<file path="src/ctl_pkg.sv">
package ctl_pkg;

  // rate defaults when no rate byte or waiting byte was announced
  localparam logic [11:0] DEF_CLOCK_RATE = 12'h174;
  localparam logic [6:0]  DEF_BAUD_ADJ   = 7'h01;
  localparam logic [7:0]  DEF_WAIT_INT   = 8'h0A;
  localparam logic [31:0] WWT_MULT       = 32'h000003C0;

  // frame positions in half etu counted from the start edge
  localparam logic [5:0] H_START_CHK = 6'h01;
  localparam logic [5:0] H_TX_DATA0  = 6'h02;
  localparam logic [5:0] H_DATA0     = 6'h03;
  localparam logic [5:0] H_TX_PAR    = 6'h12;
  localparam logic [5:0] H_PARITY    = 6'h13;
  localparam logic [5:0] H_GUARD     = 6'h14;
  localparam logic [5:0] H_ERR_ON    = 6'h15;
  localparam logic [5:0] H_TX_CHK    = 6'h16;
  localparam logic [5:0] H_CHAR_GAP  = 6'h18;
  localparam logic [5:0] H_RETRY_GAP = 6'h1E;
  localparam logic [5:0] H_SAT       = 6'h3F;

  // command header layout
  localparam logic [2:0] HDR_INS_IDX = 3'h1;
  localparam logic [2:0] HDR_LAST    = 3'h4;

  // procedure and status codes
  localparam logic [7:0] NULL_BYTE  = 8'h60;
  localparam logic [3:0] SW_GROUP_6 = 4'h6;
  localparam logic [3:0] SW_GROUP_9 = 4'h9;

  typedef enum logic [2:0] {
    T_HDR  = 3'b000,
    T_PROC = 3'b001,
    T_SW2  = 3'b010,
    T_DIN  = 3'b011,
    T_DOUT = 3'b100
  } ctl_t0_t;

  typedef enum logic [1:0] {
    L_IDLE = 2'b00,
    L_RX   = 2'b01,
    L_TX   = 2'b10
  } ctl_line_t;

  typedef struct packed {
    logic        inverse;
    logic        low_imp;
    logic        rate_known;
    logic [11:0] clock_rate_factor;
    logic [6:0]  baud_adjust_factor;
    logic        wait_known;
    logic [7:0]  waiting_integer;
  } ctl_cfg_t;

  typedef struct packed {
    logic [7:0] data;
    logic       is_header;
  } ctl_rx_t;

  // inverse convention sends the most significant bit first
  function automatic logic [2:0] ctl_bit_index(input logic [2:0] k,
                                               input logic inv);
    ctl_bit_index = inv ? 3'h7 - k : k;
  endfunction : ctl_bit_index

endpackage : ctl_pkg

</file>
<file path="src/ctl_fifo.sv">
`timescale 1ns/1ps
module ctl_fifo
  import ctl_pkg::*;
#(
  parameter int unsigned WIDTH = 8,
  parameter int unsigned DEPTH = 4
)
(
  input  wire logic             clock_in,
  input  wire logic             rst_n_in,
  input  wire logic [WIDTH-1:0] in_data_in,
  input  wire logic             in_valid_in,
  output logic                  in_ready_out,
  output logic      [WIDTH-1:0] out_data_out,
  output logic                  out_valid_out,
  input  wire logic             out_ready_in
);
  localparam int unsigned AW = (DEPTH > 1) ? $clog2(DEPTH) : 1;

  typedef struct packed {
    logic [DEPTH-1:0][WIDTH-1:0] mem;
    logic [AW-1:0]               rd;
    logic [AW-1:0]               wr;
    logic [AW:0]                 count;
  } ctl_fifo_state_t;

  ctl_fifo_state_t fifo_reg;
  ctl_fifo_state_t fifo_next;
  logic            push;
  logic            pop;

  assign in_ready_out  = (fifo_reg.count != (AW+1)'(DEPTH));
  assign out_valid_out = (fifo_reg.count != '0);
  assign out_data_out  = fifo_reg.mem[fifo_reg.rd];
  assign push          = in_valid_in && in_ready_out;
  assign pop           = out_ready_in && out_valid_out;

  always_comb
  begin
    fifo_next = fifo_reg;
    if (push)
    begin
      fifo_next.mem[fifo_reg.wr] = in_data_in;
      fifo_next.wr = (fifo_reg.wr == AW'(DEPTH-1)) ? '0 : fifo_reg.wr + 1'b1;
    end
    if (pop)
      fifo_next.rd = (fifo_reg.rd == AW'(DEPTH-1)) ? '0 : fifo_reg.rd + 1'b1;
    fifo_next.count = fifo_reg.count + (AW+1)'(push) - (AW+1)'(pop);
  end

  always_ff @(posedge clock_in or negedge rst_n_in)
  begin
    if (!rst_n_in)
      fifo_reg <= '0;
    else
      fifo_reg <= fifo_next;
  end

endmodule : ctl_fifo

</file>
<file path="src/ctl_link.sv">
`timescale 1ns/1ps
module ctl_link
  import ctl_pkg::*;
#(
  parameter int unsigned FIFO_DEPTH = 4
)
(
  input  wire logic       clock_in,
  input  wire logic       rst_n_in,
  input  wire logic       io_line_in,
  output logic            io_line_out,
  output logic            io_line_oe_out,
  input  wire ctl_cfg_t   cfg_in,
  input  wire logic       dir_to_terminal_in,
  input  wire logic [7:0] tx_data_in,
  input  wire logic       tx_valid_in,
  output logic            tx_ready_out,
  output ctl_rx_t         rx_out,
  output logic            rx_valid_out,
  output logic            parity_err_out,
  output logic            retry_out,
  output ctl_t0_t         t0_phase_out
);

  typedef struct packed {
    logic [2:0]  sync;
    logic        line;
    logic        line_prev;
    ctl_line_t   lmode;
    logic [12:0] acc;
    logic [5:0]  half;
    logic [7:0]  shift;
    logic        par;
    logic        err;
    logic [7:0]  tx_byte;
    ctl_t0_t     t0;
    logic [2:0]  hdr_idx;
    logic [7:0]  instruction_byte;
    logic [8:0]  len;
    logic        single;
    logic        dir_out;
    logic [31:0] wwt_cnt;
    logic        io_out;
    logic        io_oe;
    ctl_rx_t     rx;
    logic        rx_valid;
    logic        perr;
    logic        retry;
  } ctl_state_t;

  ctl_state_t  s;
  ctl_state_t  n;
  logic [11:0] f_eff;
  logic [6:0]  d_eff;
  logic [7:0]  wi;
  logic [31:0] wwt_limit;
  logic [12:0] sum;
  logic        tick;
  logic        tx_start;
  logic        tx_done;
  logic        my_turn;
  logic        lb;
  logic        lvl;
  logic [2:0]  k;
  logic [7:0]  fifo_data;
  logic        fifo_valid;
  logic        fifo_pop;

  // tx bytes wait here; tx_ready_out stalls the producer when full
  ctl_fifo #(
    .WIDTH (8),
    .DEPTH (FIFO_DEPTH)
  ) u_fifo (
    .clock_in      (clock_in),
    .rst_n_in      (rst_n_in),
    .in_data_in    (tx_data_in),
    .in_valid_in   (tx_valid_in),
    .in_ready_out  (tx_ready_out),
    .out_data_out  (fifo_data),
    .out_valid_out (fifo_valid),
    .out_ready_in  (fifo_pop)
  );

  always_comb
  begin
    n        = s;
    tick     = 1'b0;
    tx_start = 1'b0;
    tx_done  = 1'b0;
    fifo_pop = 1'b0;
    lvl      = 1'b1;
    k        = 3'h0;
    n.rx_valid = 1'b0;
    n.perr     = 1'b0;
    n.retry    = 1'b0;
    f_eff = cfg_in.rate_known ? cfg_in.clock_rate_factor : DEF_CLOCK_RATE;
    d_eff = cfg_in.rate_known ? cfg_in.baud_adjust_factor : DEF_BAUD_ADJ;
    if (d_eff == 7'h00)
      d_eff = DEF_BAUD_ADJ;
    wi = cfg_in.wait_known ? cfg_in.waiting_integer : DEF_WAIT_INT;
    wwt_limit = WWT_MULT * 32'(wi) * 32'(f_eff);
    // glitch filter: only second and third stage are compared
    n.sync = {s.sync[1:0], io_line_in};
    if (s.sync[1] == s.sync[2])
      n.line = s.sync[2];
    n.line_prev = s.line;
    lb = cfg_in.inverse ? ~s.line : s.line;
    // fractional half-etu timebase, avoids a divider
    sum = s.acc + {5'h00, d_eff, 1'b0};
    if (sum >= {1'b0, f_eff})
    begin
      n.acc = sum - {1'b0, f_eff};
      tick  = 1'b1;
    end
    else
      n.acc = sum;
    if (tick && s.half != H_SAT)
      n.half = s.half + 6'h01;
    if (s.wwt_cnt != 32'hFFFFFFFF)
      n.wwt_cnt = s.wwt_cnt + 32'h00000001;
    my_turn = (s.t0 == T_PROC) || (s.t0 == T_SW2) || (s.t0 == T_DOUT);
    case (s.lmode)
      L_IDLE:
      begin
        if (s.line_prev && !s.line)
        begin
          n.lmode   = L_RX;
          n.acc     = 13'h0000;
          n.half    = 6'h00;
          n.wwt_cnt = 32'h00000000;
          n.shift   = 8'h00;
          n.par     = 1'b0;
          n.err     = 1'b0;
        end
        else if (my_turn && s.half >= H_CHAR_GAP &&
                 (fifo_valid || (s.t0 == T_PROC &&
                  s.wwt_cnt >= (wwt_limit >> 1))))
        begin
          tx_start  = 1'b1;
          fifo_pop  = fifo_valid;
          n.tx_byte = fifo_valid ? fifo_data : NULL_BYTE;
          n.lmode   = L_TX;
          n.acc     = 13'h0000;
          n.half    = 6'h00;
          n.wwt_cnt = 32'h00000000;
          n.err     = 1'b0;
        end
      end
      L_RX:
      begin
        if (tick)
        begin
          if (n.half == H_START_CHK && s.line)
            n.lmode = L_IDLE;
          else if (n.half >= H_DATA0 && n.half < H_PARITY && n.half[0])
          begin
            k = 3'((n.half - H_DATA0) >> 1);
            n.shift[ctl_bit_index(k, cfg_in.inverse)] = lb;
            n.par = s.par ^ lb;
          end
          else if (n.half == H_PARITY)
            n.err = s.par ^ lb;
          else if (n.half == H_CHAR_GAP)
          begin
            n.lmode = L_IDLE;
            if (s.err)
              n.perr = 1'b1;
            else
            begin
              n.rx_valid = 1'b1;
              n.rx       = '{data: s.shift, is_header: s.t0 == T_HDR};
              case (s.t0)
                T_HDR:
                begin
                  if (s.hdr_idx == HDR_INS_IDX)
                    n.instruction_byte = s.shift;
                  if (s.hdr_idx == HDR_LAST)
                  begin
                    n.len     = (s.shift == 8'h00) ? 9'h100 : {1'b0, s.shift};
                    n.dir_out = dir_to_terminal_in;
                    n.hdr_idx = 3'h0;
                    n.t0      = T_PROC;
                  end
                  else
                    n.hdr_idx = s.hdr_idx + 3'h1;
                end
                T_DIN:
                begin
                  n.len = s.len - 9'h001;
                  if (s.single || s.len == 9'h001)
                    n.t0 = T_PROC;
                end
                default:
                  n.t0 = s.t0;
              endcase
            end
          end
        end
      end
      L_TX:
      begin
        if (tick)
        begin
          if (n.half == H_TX_CHK && !s.line)
            n.err = 1'b1;
          if (n.half == H_CHAR_GAP && !s.err)
          begin
            tx_done = 1'b1;
            n.lmode = L_IDLE;
            case (s.t0)
              T_PROC:
              begin
                if (s.tx_byte == s.instruction_byte && s.len != 9'h000)
                begin
                  n.t0     = s.dir_out ? T_DOUT : T_DIN;
                  n.single = 1'b0;
                end
                else if (s.tx_byte == ~s.instruction_byte && s.len != 9'h000)
                begin
                  n.t0     = s.dir_out ? T_DOUT : T_DIN;
                  n.single = 1'b1;
                end
                else if (s.tx_byte != NULL_BYTE &&
                         (s.tx_byte[7:4] == SW_GROUP_6 ||
                          s.tx_byte[7:4] == SW_GROUP_9))
                  n.t0 = T_SW2;
              end
              T_SW2:
                n.t0 = T_HDR;
              T_DOUT:
              begin
                n.len = s.len - 9'h001;
                if (s.single || s.len == 9'h001)
                  n.t0 = T_PROC;
              end
              default:
                n.t0 = s.t0;
            endcase
          end
          else if (n.half == H_RETRY_GAP)
          begin
            // repeat leaves at least 2 etu after the longest error pulse
            tx_start  = 1'b1;
            n.retry   = 1'b1;
            n.acc     = 13'h0000;
            n.half    = 6'h00;
            n.wwt_cnt = 32'h00000000;
            n.err     = 1'b0;
          end
        end
      end
      default:
        n.lmode = L_IDLE;
    endcase
    // pin drive follows the next state so outputs line up with it
    n.io_out = 1'b1;
    n.io_oe  = 1'b0;
    case (n.lmode)
      L_TX:
      begin
        if (n.half < H_TX_DATA0)
          lvl = 1'b0;
        else if (n.half < H_TX_PAR)
        begin
          k   = 3'((n.half - H_TX_DATA0) >> 1);
          lvl = n.tx_byte[ctl_bit_index(k, cfg_in.inverse)] ^
                cfg_in.inverse;
        end
        else if (n.half < H_GUARD)
          lvl = (^n.tx_byte) ^ cfg_in.inverse;
        if (n.half < H_GUARD)
        begin
          n.io_out = lvl;
          n.io_oe  = cfg_in.low_imp | ~lvl;
        end
        else if (n.half >= H_CHAR_GAP)
          n.io_oe = cfg_in.low_imp;
      end
      L_RX:
      begin
        if (n.err && n.half >= H_ERR_ON && n.half < H_CHAR_GAP)
        begin
          n.io_out = 1'b0;
          n.io_oe  = 1'b1;
        end
      end
      default:
        n.io_oe = cfg_in.low_imp && ((n.t0 == T_PROC) ||
                  (n.t0 == T_SW2) || (n.t0 == T_DOUT));
    endcase
  end

  always_ff @(posedge clock_in or negedge rst_n_in)
  begin
    if (!rst_n_in)
    begin
      s          <= '0;
      s.sync     <= 3'h7;
      s.line     <= 1'b1;
      s.line_prev <= 1'b1;
      s.half     <= H_SAT;
      s.io_out   <= 1'b1;
    end
    else
      s <= n;
  end

  assign io_line_out    = s.io_out;
  assign io_line_oe_out = s.io_oe;
  assign rx_out         = s.rx;
  assign rx_valid_out   = s.rx_valid;
  assign parity_err_out = s.perr;
  assign retry_out      = s.retry;
  assign t0_phase_out   = s.t0;
endmodule : ctl_link

</file>
<file path="config.mk">
export PLATFORM = sky130hd
export DESIGN_NAME = ctl_link
export DESIGN_NICKNAME = d
export VERILOG_FILES = /design/src/ctl_pkg.sv /design/src/ctl_fifo.sv /design/src/ctl_link.sv
export SDC_FILE = /design/constraint.sdc
export NUM_CORES = 1
export LEC_CHECK = 0
export CORE_ASPECT_RATIO = 1.5
export CORE_UTILIZATION = 30
export CTS_CLUSTER_DIAMETER = 50
export DETAILED_ROUTE_END_ITERATION = 8
export DONT_BUFFER_PORTS = 1
export GPL_ROUTABILITY_DRIVEN = 0
export PLACE_DENSITY = 0.51
export SYNTH_ARGS = -nofsm -noshare
export SYNTH_HDL_FRONTEND = slang
export SYNTH_SLANG_ARGS = --single-unit
</file>
<file path="constraint.sdc">
create_clock -name clock_in -period 8.9 [get_ports clock_in]
set_input_delay 1.335 -clock clock_in [delete_from_list [all_inputs] [get_ports clock_in]]
set_output_delay 1.335 -clock clock_in [all_outputs]
set_load 0.01 [all_outputs]
</file>
# After elaboration in Yosys (flattened, before gate mapping)
# Cells that the tools add are included.
[totals]
ff_bits = 154
mem_bits_rw = 0
n_memories = 0
input_bits = 44
output_inout_bits = 18
latch_bits = 0
wordCells = 278
rom_bits = 0
[op_classes]
muxes = 114
n_addsub = 14
shift = 0
n_bitwise = 11
mul = 2
n_div = 0
eq_ne = 43
reduce_logical = 46
magnitude_cmp = 17
[ops]
columns = ["operator", "count"]
rows = [
  ["$mux W32", 6],
  ["$mux W23", 6],
  ["$pmux W32 S2", 1],
  ["$mux W21", 3],
  ["$mux W8", 7],
  ["$mux W9", 6],
  ["$pmux W9 S2", 3],
  ["$mux W10", 4],
  ["$mux W19", 2],
  ["$pmux W19 S2", 1],
  ["$mux W3", 11],
  ["$add A32 B1 Y32 const B", 1],
  ["$bwmux W32", 1],
  ["$ge A32 B29 Y1", 1],
  ["$ne A32 B32 Y1 const B", 1],
  ["$mux W1", 30],
  ["$mux W2", 15],
  ["$eq A6 B5 Y1 const B", 4],
  ["$lt A6 B5 Y1 const B", 4],
  ["$mul A12 B12 Y24", 1],
  ["$ne A2 B2 Y1 const B", 11],
  ["$logic_and A1 B1 Y1", 20],
  ["$ge A6 B5 Y1 const B", 3],
  ["$reduce_and A9 Y1", 2],
  ["other kinds (66)", 103],
]

# Longest topological paths before layout
[logic_depth]
ltp_word = 26
ltp_mapped = 53
ltp_nobuf = 50

# Modules after synthesis
# Synthesis repeated with hierarchy kept, for this count alone.
[hier_totals]
cells_unflattened = 1719
hier_area_um2 = 15598.7
[modules_own_cells]
columns = ["mod", "instances", "seq_area_each_um2", "area_per_inst_um2", "cells_per_inst"]
rows = [
  ["ctl_link", 1, 2892.8, 13628.1, 1603],
  ["ctl_fifo", 1, 975.9, 1970.6, 116],
]

# Worst setup path before layout
# Ideal clock, no wire load.
[synth_timing]
path_kind = "input to register"
from = "in cfg_in[1] in the netlist's numbering"
to = "reg s (netlist bit io_line_oe_out)"
setup_time_ns = 0.087
n_path_buf = 3
arrival_ns = 12.774
path_slack_ns = -3.960
path_stages = 49
required_time_ns = 8.813
cell_sequence = "xnor2_1 and2_1 clkbuf_1 inv_1 ha_1 fa_1 fa_1 a21o_1 a21oi_1 o21bai_1 a21oi_1 o21bai_1 a21oi_1 xnor2_1 nand2_1 fa_1 inv_1 fa_1 (+13 left out) ha_1 a211oi_1 o211ai_1 a31o_2 a22o_1 or3_1 o21a_1 buf_2 nor2_4 inv_1 ha_1 buf_1 mux4_2 mux2_2 a32o_1 or3_1 a221o_1 o211ai_1"
[synth_rtl]
columns = ["item", "line", "source"]
rows = [
  ["from (decl)", "ctl_link.sv:13", "input wire ctl_cfg_t cfg_in,"],
  ["to (signal assigned)", "ctl_link.sv:305", "s <= n;"],
  ["to (decl)", "ctl_link.sv:51", "ctl_state_t s;"],
]

==> results list <==
- The flow ran to the end, but the final reports show violations.
* Failing checks: negative setup slack
- Net count after synthesis: ~2100
- Worst r2r dst: io_line_oe_out
- The worst register-to-register path begins at s[96].
- The max-slew violation count came to 0.
- The largest individual stage delay along the critical path comes from the cell sky130_fd_sc_hd__fa_1.
- Tightest Hold Check Type: flop to flop
* Starting DRT DRC Count: about 450
* Compound-Gate Fraction of Synth Area: 12.0%
- Relative slew slack: about 24%
* Number of nets in the finished design: 2235
- Relative to the synthesized area, the layout overhead comes to 21.3%.
- Core Area: 0.0517 mm2
- Vias in the first global route: approximately 13000
* HPWL after detailed placement: 32800 um
- The clock tree synthesis step divided the H-tree into 4 levels.
- Routed len/inst: between 15 and 20 um
- Global route total overflow: 0
- Counting cells, the worst reg-to-reg path comes to 34.
- After detailed routing, the number of vias per cell comes to slightly below 5.
* Final hold violations: 0
* Mux contribution to synthesized area: 6.15%
- Endpoint type of the worst setup path: flop
- Number of flip-flops in the largest register: 95
* Number of enable flip-flop cells after synthesis: 0
- FF-to-FF setup slack: 1.89 ns
- After clock tree synthesis, the clock-pin slew on the worst setup and hold paths is approximately 0.06 ns.
- Antenna viol nets, final: 0
- The biggest area contributor in the post-synthesis netlist is sky130_fd_sc_hd__dfrtp_1.
* Synth top area share: a little under a quarter
- Global routing usage summed across all routing layers: about 16%
- TritonCTS clock tree: done
* Cell repeated most along the worst path: sky130_fd_sc_hd__fa_1
* Starting utilization of the core area: a little under a third
* CP startpoint kind: input pin
- Based on the critical path, the design can be clocked at up to ~87 MHz.
* Pin count of the biggest net entering global routing: roughly 160
- The root buffer cell chosen for the clock tree is sky130_fd_sc_hd__clkbuf_16.
- Worst hold start: n[113]
- Clock latency on the worst-skew pair: ~0.45 ns
- Fraction of layout cells with a size suffix above 1: ~22%
* RSZ-0062 raised after global routing: yes
- Average cell area after synthesis: about 9 um2
- Crit path kind: input pin to flop
- Ys async rst share: 100%
- Yosys printed 0 warnings.
- After layout, the worst setup slack is -2.59 ns.
* Most common library cell in the layout ignoring fill and taps: sky130_fd_sc_hd__inv_1
- The synthesized netlist devotes between 5 and 6% of its cell area to XOR and XNOR gates.
- Clock tree buffer depth: 2
- 0 antenna diodes ended up in the layout.
- The first global-routing pass estimated 68200 um of wire.
* Pre-CTS setup slack: -3.31 ns
- Final cycle utilization of the critical path: 129%
* Number of rows created at floorplan: ~100
- For this run, the detailed router's first-pass iteration total came to 5.
- Number of sinks handled by clock tree synthesis: between 150 and 200
- For this block, the routed nets add up to around 41000 um of wire.
* Cell Area, Synth: ~0.016 mm2
- Synth top area cells: sky130_fd_sc_hd__dfrtp_1 23%, sky130_fd_sc_hd__fa_1 15%, sky130_fd_sc_hd__ha_1 12%
* Min Tclk post-route: between 10 and 15 ns
* Top_reg_cell synth: sky130_fd_sc_hd__dfrtp_1
- Height of the die: approximately 280 um
- After detailed routing, the number of remaining DRC violations is 0.
* Post-Synth Simple-Gate Area: between 10% and 20%
* Final number of setup-violating endpoints: 64
* Number of ports placed on the die boundary: 62
- Proportion of synthesized chip area in sequential cells: 24.6%
* Max-cap violations: 0
- Arrival time of the worst setup path: around 12 ns
- Total of fill cells in the finished design: about 5300
- STA puts the critical path data required time at around 9 ns.
- The die is ~190 um wide.
- For this run, the slowest stage of the critical path takes about 0.57 ns.
- For the pin with the worst max-slew slack, the measured transition is roughly 1.1 ns.
- After synthesis, the netlist uses 88 different library cells.
- The die covers roughly 0.053 mm2.
- Adder-cell share of the synthesized area: 26.3%
- Peak fanout along the critical path: 4
- Synthesis handed over a netlist of around 1800 instances.
- Combinational family with the most area after synthesis: adder cells
- Input and output buffers added on the ports amount to 0.
* Worst Hold Endpoint: n[114]
- Total of flip-flops plus latches after synthesis: around 150
- Worst-case clock skew: about 0.012 ns
- The number of clock buffers added by TritonCTS is 17.
- Cell depth of the worst min-delay path: 0
* Number of antenna violations at the first check in global routing: 0
- The final route contains around 13000 vias.
- The library cells used most frequently in the layout, excluding fill and tap cells, are 227 x sky130_fd_sc_hd__inv_1, 200 x sky130_fd_sc_hd__nand2_1, 200 x sky130_fd_sc_hd__buf_4.
-- layer usage --
layer,track usage [%],vias up,share of wire (%)
met5,0,-,0
met4,5.69,0,2.6
met3,2.06,59,2.9
met2,31.0,193,54
met1,17.7,6204,40
li1,-,6210,-
-- per-stage QoR --
step | instance area [um2] | hold WS [ns] | cells | TNS [ns] | utilization (%)
global placement | 17800 | 0.348 | 2558 | -102.60 | 34.5
finish | 19100 | 0.355 | 2619 | -56.43 | 36.9
detailed placement | 17800 | 0.347 | 2558 | -109.54 | 34.5
CTS | 18700 | 0.357 | 2600 | -56.21 | 36.3
global route | 19100 | 0.365 | 2619 | -85.44 | 36.9
floorplan | 16000 | 0.345 | 1767 | -71.84 | -
-- worst max-delay path: cells and delay by family --
family	cells	cell delay (ns)
xor+xnor	2	0.27
fa+ha+maj	11	4.60
buf+inv	10	0.81
simple gates	7	1.32
compound gates	15	2.69
mux	2	0.78
-- area by class of cell --
cell class,instances,area [um2],area share (%)
Multi-Input combinational cell,1306,11300,59.0
Sequential cell,154,3870,20.3
Timing Repair Buffer,210,1610,8.46
Clock buffer,20,447,2.34
Inverter,241,910,4.77
Tap cell,676,846,4.43
Clock inverter,12,141,0.741
-- how the worst max path moves through the flow --
stage	startpoint	endpoint	slack, ns	cells after the start
after floorplan	cfg_in[0]	io_line_oe_out	-3.11	49
after detailed placement	cfg_in[3]	io_line_oe_out	-3.31	46
after global placement	cfg_in[3]	io_line_oe_out	-3.21	46
after CTS	cfg_in[3]	io_line_oe_out	-2.51	47
final	cfg_in[3]	io_line_oe_out	-2.59	47
after global routing	cfg_in[3]	io_line_oe_out	-3.02	49
-- cells in the mapped netlist (17+ instances only) --
master                     instances
sky130_fd_sc_hd__fa_1            115
sky130_fd_sc_hd__nor3_1           28
sky130_fd_sc_hd__ha_1            146
sky130_fd_sc_hd__nand2_1         204
sky130_fd_sc_hd__xor2_1           53
sky130_fd_sc_hd__nand3_1          32
sky130_fd_sc_hd__xnor2_1          52
sky130_fd_sc_hd__inv_1           239
sky130_fd_sc_hd__nand2b_1         19
sky130_fd_sc_hd__dfrtp_1         142
sky130_fd_sc_hd__and3_1           18
sky130_fd_sc_hd__clkbuf_1         41
sky130_fd_sc_hd__mux2_2           38
sky130_fd_sc_hd__nor2_1          165
sky130_fd_sc_hd__nor2b_1          22
sky130_fd_sc_hd__o21ai_0          62
sky130_fd_sc_hd__nand4_1          17
sky130_fd_sc_hd__and2_1           19
sky130_fd_sc_hd__a21oi_1          81
-- timing repair --
item,in CTS,in global routing
gates resized for setup,49,39
endpoints found under the setup margin,64,64
hold buffers,0,0
buffers inserted,10,20
pin swaps,47,73
-- cells by family (layout without fill, tap and decap cells) --
logic type,Yosys count,after routing
compound gates,287,287
xor+xnor,105,105
fa+ha+maj,262,262
buf+inv,307,483
flops,154,154
mux,70,70
simple gates,582,582
Power is left out: the tool's default activity adds up to more than one toggle a clock period on the data nets, which glitch-free logic cannot reach.
